[config.mk]
export PLATFORM = sky130hd
export DESIGN_NAME = sync_serial_port
export DESIGN_NICKNAME = d
export VERILOG_FILES = /design/src/hw/ssp_pins_pkg.sv /design/src/hw/pin_sync.sv /design/src/hw/sync_serial_port.sv
export VERILOG_INCLUDE_DIRS = /design/src /design/src/hw
export SDC_FILE = /design/constraint.sdc
export NUM_CORES = 1
export LEC_CHECK = 0
export ABC_AREA = 0
export BUFFER_PORTS_ARGS = -buffer_cell sky130_fd_sc_hd__buf_2
export CAP_MARGIN = 20
export CORE_ASPECT_RATIO = 0.6
export CORE_UTILIZATION = 52
export CTS_CLUSTER_SIZE = 10
export DETAILED_ROUTE_END_ITERATION = 7
export HOLD_SLACK_MARGIN = 0.06
export PLACE_DENSITY_LB_ADDON = 0.25
export SLEW_MARGIN = 15
export SYNTH_ARGS = -nofsm -noshare
export SYNTH_HDL_FRONTEND = slang
export SYNTH_SLANG_ARGS = --single-unit
export TNS_END_PERCENT = 1
[constraint.sdc]
create_clock -name clk -period 2.65 [get_ports clk]
set_clock_uncertainty 0.2 [all_clocks]
set_input_delay 0.3975 -clock clk [delete_from_list [all_inputs] [get_ports clk]]
set_output_delay 0.3975 -clock clk [all_outputs]
set_load 0.01 [all_outputs]
[src/hw/ssp_pins_cfg.svh]
// timing and pin-index constants for the serial port pin block
`ifndef SSP_PINS_CFG_SVH
`define SSP_PINS_CFG_SVH
`define PIN_COUNT        6
`define PIN_RX_DATA      0
`define PIN_RX_FS        1
`define PIN_RX_CLK       2
`define PIN_TX_DATA      3
`define PIN_TX_FS        4
`define PIN_TX_CLK       5
`define SYS_CLK_HZ       10000000
`define DEF_CLK_DIV      4
`define DEF_WORD_BITS    8
`define SEL_RESET        6'h00
`define DIR_RESET        6'h00
`endif

[src/hw/ssp_pins_pkg.sv]
// types for the serial port pin block
package ssp_pins_pkg;
  typedef logic [5:0] pin_vec_t;
  typedef enum logic [1:0] {
    FR_IDLE  = 2'b00,
    FR_SHIFT = 2'b01
  } frame_e;
endpackage

[src/hw/pin_sync.sv]
// two-flop synchroniser with edge detect on the synchronised level
`timescale 1ns/1ps
module pin_sync #(
  parameter int W = 6
) (
  input  wire logic         clk,
  input  wire logic         rst_n,
  input  wire logic [W-1:0] async_in,
  output logic      [W-1:0] level,
  output logic      [W-1:0] rise,
  output logic      [W-1:0] fall
);
  logic [W-1:0] meta_ff;
  logic [W-1:0] sync_ff;
  logic [W-1:0] last_ff;

  always_ff @(posedge clk or negedge rst_n) begin
    if (!rst_n) begin
      meta_ff <= '0;
      sync_ff <= '0;
      last_ff <= '0;
    end else begin
      meta_ff <= async_in;
      sync_ff <= meta_ff;
      last_ff <= sync_ff;
    end
  end

  assign level = sync_ff;
  assign rise  = sync_ff & ~last_ff;
  assign fall  = ~sync_ff & last_ff;
endmodule

[src/hw/sync_serial_port.sv]
// pin mux, clock/frame generation and shift logic of the serial port
`timescale 1ns/1ps
`include "ssp_pins_cfg.svh"

// What this block does
// (RULE_01) rx_bit_clock pin is bidirectional and clocks the receive section.
// (RULE_02) receive clock may be gated or continuous; in sync mode the transmit clock clocks both.
// (RULE_03) tx_bit_clock pin is bidirectional and clocks the transmit section.
// (RULE_04) transmit clock may be gated or continuous; in sync mode clocks both.
// (RULE_05) tx_serial_out drives bits shifted out of the transmit shift register.
// (RULE_06) tx_frame_sync acts as frame sync or flag, input or output.
// (RULE_07) in sync mode tx_frame_sync aligns both transmitter and receiver.
// (RULE_08) every pin may be a general-purpose line with its own direction.
// (RULE_09) after reset every pin is a general-purpose input; here only while rst_n is low, then gpio_dir sets each direction.
// (RULE_10) rx_serial_in data shifts into the receive shift register.
// (RULE_11) rx_frame_sync is bidirectional, frame sync or flag for receiver.
// (RULE_12) per-pin select routes pin to port or general-purpose logic.
// (RULE_13) output clock/sync pins come from generators; inputs are sampled.
module sync_serial_port #(
  parameter int DIV_BITS  = 8,
  parameter int WORD_BITS = `DEF_WORD_BITS
) (
  input  wire logic                 clk,
  input  wire logic                 rst_n,
  input  wire logic [5:0]           pin_in,
  output logic      [5:0]           pin_out,
  output logic      [5:0]           pin_oe,
  input  wire logic [5:0]           port_sel,
  input  wire logic [5:0]           gpio_dir,
  input  wire logic [5:0]           gpio_out,
  output logic      [5:0]           gpio_in,
  input  wire logic                 sync_mode,
  input  wire logic                 clk_master,
  input  wire logic                 fs_master,
  input  wire logic                 clk_gated,
  input  wire logic                 fs_flag_mode,
  input  wire logic                 tx_flag,
  input  wire logic                 rx_flag,
  input  wire logic [DIV_BITS-1:0]  clk_div,
  input  wire logic                 tx_enable,
  input  wire logic [WORD_BITS-1:0] tx_word,
  output logic                      tx_word_ready,
  output logic      [WORD_BITS-1:0] rx_word,
  output logic                      rx_word_valid,
  output logic                      rx_flag_in,
  output logic                      tx_flag_in
);
  localparam int CW = $clog2(WORD_BITS + 1);

  logic [5:0]           lvl;
  logic [5:0]           rise;
  logic [5:0]           fall;
  logic [5:0]           sel_ff;
  logic [DIV_BITS-1:0]  div_ff;
  logic                 gen_clk_ff;
  logic                 gen_fs_ff;
  logic [CW-1:0]        gen_cnt_ff;
  logic                 gen_run;
  logic                 gen_tick;
  logic [WORD_BITS-1:0] tx_sh_ff;
  logic [CW-1:0]        tx_cnt_ff;
  logic                 tx_bit_ff;
  logic [WORD_BITS-1:0] rx_sh_ff;
  logic [CW-1:0]        rx_cnt_ff;
  logic [WORD_BITS-1:0] rx_word_ff;
  logic                 rx_valid_ff;
  logic                 tx_ce;
  logic                 rx_ce;
  logic                 tx_fs;
  logic                 rx_fs;
  logic                 rx_dat;
  ssp_pins_pkg::frame_e tx_st_ff;

  pin_sync #(.W(`PIN_COUNT)) u_sync (
    .clk      (clk),
    .rst_n    (rst_n),
    .async_in (pin_in),
    .level    (lvl),
    .rise     (rise),
    .fall     (fall)
  );

  // (RULE_12) per-pin function select, reset to gpio
  always_ff @(posedge clk or negedge rst_n) begin
    if (!rst_n) begin
      sel_ff <= `SEL_RESET;
    end else begin
      sel_ff <= port_sel;
    end
  end

  // gen clock divider: one enable pulse per half bit period
  // (RULE_02) (RULE_04) gated clock runs while a word is wanted or still shifting
  assign gen_run  = !clk_gated || tx_enable || tx_st_ff == ssp_pins_pkg::FR_SHIFT;
  assign gen_tick = gen_run && (div_ff == '0);

  always_ff @(posedge clk or negedge rst_n) begin
    if (!rst_n) begin
      div_ff <= '0;
    end else if (!gen_run || div_ff == '0) begin
      div_ff <= clk_div;
    end else begin
      div_ff <= div_ff - 1'b1;
    end
  end

  // (RULE_13) internal bit clock and frame sync generators
  always_ff @(posedge clk or negedge rst_n) begin
    if (!rst_n) begin
      gen_clk_ff <= 1'b0;
      gen_fs_ff  <= 1'b0;
      gen_cnt_ff <= '0;
    end else if (!gen_run) begin
      gen_clk_ff <= 1'b0;
      gen_fs_ff  <= 1'b0;
      gen_cnt_ff <= '0;
    end else if (gen_tick) begin
      gen_clk_ff <= ~gen_clk_ff;
      if (gen_clk_ff) begin
        gen_fs_ff  <= (gen_cnt_ff == '0);
        gen_cnt_ff <= (gen_cnt_ff == CW'(WORD_BITS - 1)) ? '0 : gen_cnt_ff + 1'b1;
      end
    end
  end

  // (RULE_02) (RULE_04) sync mode shares tx clock; either may be gated
  // (RULE_01) (RULE_03) bit clock edges from pin or generator
  assign tx_ce = clk_master ? (gen_tick && gen_clk_ff) : rise[`PIN_TX_CLK];
  assign rx_ce = sync_mode ? tx_ce
               : (clk_master ? (gen_tick && gen_clk_ff) : rise[`PIN_RX_CLK]);

  // (RULE_06) (RULE_07) frame sync from generator or pin, shared in sync mode
  assign tx_fs  = fs_master ? gen_fs_ff : lvl[`PIN_TX_FS];
  assign rx_fs  = sync_mode ? tx_fs : (fs_master ? gen_fs_ff : lvl[`PIN_RX_FS]);
  assign rx_dat = lvl[`PIN_RX_DATA];

  // (RULE_05) transmit shift register, msb first
  always_ff @(posedge clk or negedge rst_n) begin
    if (!rst_n) begin
      tx_st_ff  <= ssp_pins_pkg::FR_IDLE;
      tx_sh_ff  <= '0;
      tx_cnt_ff <= '0;
      tx_bit_ff <= 1'b0;
    end else if (tx_ce) begin
      if (!fs_flag_mode && tx_fs && tx_enable) begin
        tx_st_ff  <= ssp_pins_pkg::FR_SHIFT;
        tx_bit_ff <= tx_word[WORD_BITS-1];
        tx_sh_ff  <= tx_word << 1;
        tx_cnt_ff <= CW'(WORD_BITS - 1);
      end else if (tx_cnt_ff != '0) begin
        tx_bit_ff <= tx_sh_ff[WORD_BITS-1];
        tx_sh_ff  <= tx_sh_ff << 1;
        tx_cnt_ff <= tx_cnt_ff - 1'b1;
      end else begin
        tx_st_ff <= ssp_pins_pkg::FR_IDLE;
      end
    end
  end
  assign tx_word_ready = tx_ce && !fs_flag_mode && tx_fs && tx_enable;

  // (RULE_10) receive shift register, msb first
  always_ff @(posedge clk or negedge rst_n) begin
    if (!rst_n) begin
      rx_sh_ff    <= '0;
      rx_cnt_ff   <= '0;
      rx_word_ff  <= '0;
      rx_valid_ff <= 1'b0;
    end else begin
      rx_valid_ff <= 1'b0;
      if (rx_ce) begin
        if (!fs_flag_mode && rx_fs) begin
          rx_sh_ff  <= {{(WORD_BITS-1){1'b0}}, rx_dat};
          rx_cnt_ff <= CW'(WORD_BITS - 1);
        end else if (rx_cnt_ff != '0) begin
          rx_sh_ff  <= {rx_sh_ff[WORD_BITS-2:0], rx_dat};
          rx_cnt_ff <= rx_cnt_ff - 1'b1;
          if (rx_cnt_ff == CW'(1)) begin
            rx_word_ff  <= {rx_sh_ff[WORD_BITS-2:0], rx_dat};
            rx_valid_ff <= 1'b1;
          end
        end
      end
    end
  end
  assign rx_word       = rx_word_ff;
  assign rx_word_valid = rx_valid_ff;

  // (RULE_11) frame sync pins as flags when in flag mode
  assign rx_flag_in = lvl[`PIN_RX_FS];
  assign tx_flag_in = lvl[`PIN_TX_FS];

  // (RULE_08) (RULE_09) pin drive: gpio per-pin direction, else port function
  always_comb begin
    gpio_in = lvl;
    for (int i = 0; i < `PIN_COUNT; i++) begin
      pin_out[i] = gpio_out[i];
      pin_oe[i]  = gpio_dir[i];
    end
    if (sel_ff[`PIN_RX_DATA]) begin
      pin_out[`PIN_RX_DATA] = 1'b0;
      pin_oe[`PIN_RX_DATA]  = 1'b0;
    end
    if (sel_ff[`PIN_TX_DATA]) begin
      pin_out[`PIN_TX_DATA] = tx_bit_ff;
      pin_oe[`PIN_TX_DATA]  = 1'b1;
    end
    if (sel_ff[`PIN_TX_CLK]) begin
      pin_out[`PIN_TX_CLK] = gen_clk_ff;
      pin_oe[`PIN_TX_CLK]  = clk_master;
    end
    if (sel_ff[`PIN_RX_CLK]) begin
      pin_out[`PIN_RX_CLK] = gen_clk_ff;
      pin_oe[`PIN_RX_CLK]  = clk_master && !sync_mode;
    end
    if (sel_ff[`PIN_TX_FS]) begin
      pin_out[`PIN_TX_FS] = fs_flag_mode ? tx_flag : gen_fs_ff;
      pin_oe[`PIN_TX_FS]  = fs_master;
    end
    if (sel_ff[`PIN_RX_FS]) begin
      pin_out[`PIN_RX_FS] = fs_flag_mode ? rx_flag : gen_fs_ff;
      pin_oe[`PIN_RX_FS]  = fs_master && !sync_mode;
    end
    // (RULE_09) gpio input until released from reset
    if (!rst_n) begin
      pin_oe = '0;
    end
  end
endmodule

==> flow_summary.yaml, run 1 <==
global_routing:
  antenna_found_initial: 0
  grt-ovfl-total: 0
  grt_pass1_vias: 2300
  grt_pass1_wl_um: 11200
  grt_max_degree: 26
  grt_usage: 0.250
routing:
  routedWlPerCell_um: 16.0
  viasPerCell: 5.45
  postRouteAntennaNets: 0
  firstDrtPassIters: 5
  routed_wl_um: 7250
  drc: 0
  vias: 2471
  drtIter0Drc: 124
run_status:
  status: "completed"
clock_network:
  clk_latency_ns: 0.34
  clkTransAtPathRegs_ns: 0.08
  numCtsBuffers: 9
  cts_tree: "done"
  cts_buffer_depth: 2
  htree_levels: 3
  clkSinkCount: 67
  clockRootBuffer: "clkbuf_8"
cells_and_area:
  drive_gt1_frac: 0.346
  n_fill_cell: 408
  antenna_cells: 0
  final_util: 0.711
  instances_no_fill: 453
  layout.nets: 425
  area_delta_synth_final_pct: 30.9
power_and_ir_drop:
  peakVddDrop_mv: 0.362
  p_sw_frac: 0.324
  power.combinational.fraction: 0.254
  leakage_nw: 1.97
  p_sw_w: 0.00105
  p_per_area_mw_per_mm2: 813
  p_seq_frac: 0.469
  p_int_w: 0.00219
  pwr-share-clk: 0.276
critical_path:
  crit_type: "register to output port"
  max_stage_delay_ns: 0.40
  crit_required_ns: 2.05
  slowest_stage: "dfrtp_1"
  crit_chain: "inv_1, ha_1, nor4b_4, nand4b_4, a21oi_1, buf_2"
  reg2reg_slack_ns: 0.31
  crit_fanout: 7
  r2r-start: "div_ff[0]"
  r2r-end: "rx_word[4]"
  arrival_ns: 1.87
  endpoint_kind: "output port"
  rr_worst_depth: 7
  cp-start-kind: "register"
floorplanning:
  dieWidth_um: 101
  die_area_sq_mm: 0.00617
  io_pins: 80
  die_h_um: 61.2
  core_sq_mm: 0.00560
  start_util: 0.543
  rows: 21
yosys:
  yosys_warnings: 0
  synth_cell_types: 48
  synth-edff-count: 0
  syn_area_sq_mm: 0.00304
  syn_area_per_cell_sq_um: 11.9
  seq_area_frac_synth: 0.551
  syn-instance-count: 255
  synth_ff_type: "dfrtp_1"
  ys_ff_latch: 67
  synth_nets: 312
  synth-async-reset-ratio: 1.00
place:
  port_buffers: 79
  dp_cells: 418
  place_congestion: 0.872
  hpwl_um: 5140
sta:
  period_share: 0.930
  fmax_mhz: 406
  finalSetupTns_ns: 0
  period_needed_ns: 2.46
  whs_ns: 0.0698
  slew_viol_final: 0
  tightest_slew_ns: 0.625
  rsz0062_at_grt: "false"
  relSlewSlack: 0.580
  finalSetupViolations: 0
  finalHoldViolCount: 0
worst_hold_path:
  worstHoldPathCells: 3
  min_to: "div_ff[1]"
  holdCritStartpoint: "clk_div[1]"
  hold_path_class: "input port to register"
flow_run:
  max_cap_violations: 0
[kinds of logic after synthesis]
family	after synthesis	share of synthesized area
flops	67	0.551
fa+ha+maj	7	0.0288
compound gates	64	0.153
simple gates	73	0.148
mux	20	0.0724
buf+inv	16	0.0239
xor+xnor	8	0.0230
[synthesized netlist by cell type (3+ instances only)]
master / number / area, sq um
ha_1: 7 / 87.6
mux2i_1: 7 / 70.1
a22o_1: 12 / 105
nand2b_1: 4 / 25.0
or3b_2: 3 / 26.3
buf_4: 3 / 22.5
dfrtp_1: 67 / 1680
nand3b_1: 6 / 45.0
o22ai_1: 10 / 62.6
mux2_2: 11 / 124
nor2b_1: 4 / 25.0
a21oi_1: 10 / 50.1
nor2_1: 12 / 45.0
nor3b_1: 4 / 30.0
nand3_1: 3 / 15.0
a22oi_1: 3 / 22.5
o21ai_0: 11 / 55.1
a2bb2oi_1: 6 / 52.6
nand2_1: 19 / 71.3
inv_1: 10 / 37.5
nor3_1: 5 / 25.0
a21o_1: 3 / 22.5
xor2_1: 6 / 52.6
[worst max path at each step]
stage | depth (start not counted) | to | slack, ns | start
after floorplan | 7 | rx_sh_ff[0] | 0.47 | div_ff[0]
after global placement | 5 | rx_sh_ff[0] | 0.37 | sync_mode
after detailed placement | 5 | rx_word[4] | 0.32 | sync_mode
after CTS | 4 | tx_word_ready | 0.08 | div_ff[2]
after global routing | 6 | tx_word_ready | 0.01 | div_ff[0]
final | 6 | tx_word_ready | 0.19 | div_ff[0]
[worst max-delay path, delay by kind of cell (launching register included)]
family / cells / cell delay, ns
DFF: 1 / 0.40
and+or+nand+nor: 2 / 0.48
buffers and inverters: 2 / 0.26
adders and majority gates: 1 / 0.16
AOI/OAI and AO/OA: 1 / 0.22
[repair_timing]
action,CTS,global route
resized for setup,0,1
endpoints found under the setup margin,0,1
buffers inserted,0,2
hold buffers,17,0
endpoints found under the hold margin,25,0
[routing by layer]
layer  vias to the layer above  global-route usage  wire length (um)
li1                       1160                   -                 -
met1                      1201               0.335              3430
met2                       103               0.402              3300
met3                         7              0.0749               461
met4                         0              0.0766                51
met5                         -                   0                 0
[layout by cell type, fill, tap and decap left out, types with 2 or more instances in the layout]
master and instances:
buf_2 79, dfrtp_1 67, nand2_1 19, dlygate4sd3_1 17, nor2_1 12, a22o_1 12, buf_4 12, o21ai_0 11
mux2_2 11, clkbuf_8 11, inv_1 10, a21oi_1 10, o22ai_1 10, mux2i_1 7, ha_1 7, nand3b_1 6
xor2_1 6, a2bb2oi_1 6, nor3_1 5, nor2b_1 4, nand2b_1 4, nor3b_1 4, a21o_1 3, or3b_2 3
nand3_1 3, a22oi_1 3, nor4b_4 2, xnor2_1 2, a21boi_0 2
[metrics by stage]
step / area [sq um] / setup slack (ns) / total power, W
after global placement: 3580 / 0.375 / 0.00227
after CTS: 3960 / 0.0778 / 0.00324
after global routing: 3980 / 0.0135 / 0.00341
after floorplan: 3040 / 0.475 / 0.00201
after detailed placement: 3580 / 0.321 / 0.00231
final: 3980 / 0.186 / 0.00323
[layout make-up]
cell class                 count  area, sq um  area share
timing repair buffer         108          656       0.165
multi-input combinational    172         1300       0.327
clock buffer                  11          151      0.0380
clock inverter                 5         60.1      0.0151
sequential                    67         1680       0.421
inverter                      10         37.5     0.00943
tap                           80          100      0.0251
[flip-flops by register name (all words and copies together), names as in the netlist, 2 cells and up]
name	flops
div_ff	8
rx_word	8
rx_sh_ff	7
tx_sh_ff	7
sel_ff	6
u_sync.level	6
u_sync.meta_ff	6
gen_cnt_ff	4
rx_cnt_ff	4
tx_cnt_ff	4
u_sync.last_ff	2
[power by group through the flow]
stage          Clock, W  Sequential, W  Combinational, W
2_1_floorplan         0        0.00148          0.000525
3_3_place_gp          0        0.00151          0.000756
3_5_place_dp          0        0.00153          0.000783
4_1_cts        0.000911        0.00151          0.000814
5_1_grt        0.000954        0.00155          0.000908
6_report       0.000894        0.00152          0.000822
Note: power is estimated with default switching activity, not from simulation.
==> run 2: changes to the inputs <==
--- a/config.mk
+++ b/config.mk
@@ -10,7 +10,7 @@
 export BUFFER_PORTS_ARGS = -buffer_cell sky130_fd_sc_hd__buf_2
 export CAP_MARGIN = 20
 export CORE_ASPECT_RATIO = 0.6
-export CORE_UTILIZATION = 52
+export CORE_UTILIZATION = 53
 export CTS_CLUSTER_SIZE = 10
 export DETAILED_ROUTE_END_ITERATION = 7
 export HOLD_SLACK_MARGIN = 0.06
@@ -18,5 +18,6 @@
 export SLEW_MARGIN = 15
 export SYNTH_ARGS = -nofsm -noshare
 export SYNTH_HDL_FRONTEND = slang
+export SYNTH_HIERARCHICAL = 1
 export SYNTH_SLANG_ARGS = --single-unit
 export TNS_END_PERCENT = 1
==> run 2 against run 1 <==
Compared with the run above:
- register-to-register slack got worse by 0.16 ns
- wire length fell by 4.5%
- synthesized area rose by 1.5%
- design area rose by 3.2%
- flip-flop and latch count did not move
- synthesized cell count rose by 1.6%
- via count rose by 0.12%
- largest cell class unchanged
==> flow_summary.yaml, run 2 <==
cells_and_area:
  layout.nets: 441
  area_delta_synth_final_pct: 33.2
  final_util: 0.734
  instances_no_fill: 469
  most-common-layout-cells: "buf_2 (79), dfrtp_1 (67), buf_4 (22)"
  drive_gt1_frac: 0.388
  final_common_cell: "buf_2"
  antenna_cells: 0
  n_fill_cell: 399
clock_network:
  clockRootBuffer: "clkbuf_8"
  numCtsBuffers: 9
  cts_buffer_depth: 2
  clkTransAtPathRegs_ns: 0.07
  htree_levels: 3
  clk_latency_ns: 0.34
  cts_tree: "done"
  clkSinkCount: 67
routing:
  firstDrtPassIters: 4
  drc: 0
  routedWlPerCell_um: 14.8
  vias: 2474
  postRouteAntennaNets: 0
  routed_wl_um: 6920
  viasPerCell: 5.28
  drtIter0Drc: 143
yosys:
  syn_area_sq_mm: 0.00309
  syn-instance-count: 259
  syn_area_per_cell_sq_um: 11.9
  yosys_warnings: 6
  synth_nets: 316
power_and_ir_drop:
  peakVddDrop_mv: 0.495
  finalPower_w: 0.00334
  p_per_area_mw_per_mm2: 813
  leakage_nw: 1.97
global_routing:
  grt_max_degree: 26
  grtUsageMet2: 0.386
  grt_use_met1: 0.344
  grt_usage: 0.249
  grt_pass1_wl_um: 11200
  grt-busiest-layer: "met2"
  grt-ovfl-total: 0
  grt_pass1_vias: 2263
  use_met3: 0.0658
  antenna_found_initial: 0
floorplanning:
  rows: 21
  dieWidth_um: 101
  start_util: 0.552
  core_sq_mm: 0.00560
  io_pins: 80
  die_area_sq_mm: 0.00614
  die_h_um: 61.1
place:
  dp_cells: 420
  place_congestion: 0.864
  hpwl_um: 4650
  port_buffers: 79
sta:
  slew_viol_final: 0
  finalSetupViolations: 0
  fmax_mhz: 380
  whs_ns: 0.0861
  finalSetupTns_ns: 0
  tightest_slew_ns: 0.996
  period_share: 0.994
  relSlewSlack: 0.329
  finalHoldViolCount: 0
  period_needed_ns: 2.63
  rsz0062_at_grt: "true"
critical_path:
  crit_family: "simple AND/OR/NAND/NOR gates"
  crit_required_ns: 2.05
  crit_type: "register to output port"
  crit_fanout: 6
  crit_chain: "or4_4, o41a_1, nor2_2, buf_2"
  max_stage_delay_ns: 0.60
  arrival_ns: 2.04
  endpoint_kind: "output port"
  cp-start-kind: "register"
  slowest_stage: "or4_4"
  crit_buf_inv: 1
flow_run:
  max_cap_violations: 0
run_status:
  status: "completed"
worst_hold_path:
  hold_path_class: "input port to register"
-- run 2: what timing repair did --
action                     4_1_cts  5_1_grt
resized for setup                5        1
hold buffers                    18        1
hold endpoints to repair        30        1
buffers inserted                 9        5
setup endpoints to repair        1        1
pin swaps                        3        3
-- run 2: routing by layer --
metal  wire (um)  part of all wire  vias up
li1            -                 -     1190
met3         484             0.070        8
met2        3140              0.45       94
met1        3220              0.46     1182
met4          75             0.011        0
met5           0                 0        -
-- run 2: area by class of cell --
class / instances / area [sq um] / share of cell area
repair buffers: 120 / 751 / 0.183
clock buffers: 10 / 128 / 0.0311
multi-input cells: 173 / 1340 / 0.326
inverters: 13 / 48.8 / 0.0119
well taps: 80 / 100 / 0.0244
flip-flops and latches: 67 / 1680 / 0.408
clock inverters: 6 / 65.1 / 0.0158
-- run 2: power breakdown --
group	switching (W)	internal, W	leakage, nW	total [W]
Combinational	0.000466	0.000556	1.05	0.00102
Sequential	0.000220	0.00127	0.825	0.00149
Clock	0.000396	0.000436	0.0966	0.000832
-- run 2: final timing paths --
| check | start | end | slack, ns | depth (start not counted) |
|---|---|---|---|---|
| setup reg to reg | div_ff[4] | rx_word[6] | 0.15 | 5 |
| max in group asynchronous | rst_n | rx_sh_ff[1] | 1.22 | 3 |
| hold reg to reg | u_sync/meta_ff[4] | u_sync/level[4] | 0.15 | 0 |
| min in group asynchronous | rst_n | rx_sh_ff[3] | 0.36 | 2 |
| setup / recovery | div_ff[4] | tx_word_ready | 0.02 | 4 |
| hold / removal | clk_div[7] | div_ff[7] | 0.09 | 3 |
-- run 2: tightest hold or removal path, stage by stage --
cell and delay [ns]:
buf_2 0.09, nand2_1 0.04, o21ai_0 0.07
-- run 2: stage by stage --
step	area, sq um	setup slack (ns)
after global routing	4110	-0.0585
final	4110	0.0157
after CTS	4060	-0.0695
after global placement	3600	0.234
after detailed placement	3600	0.118
after floorplan	3090	0.327
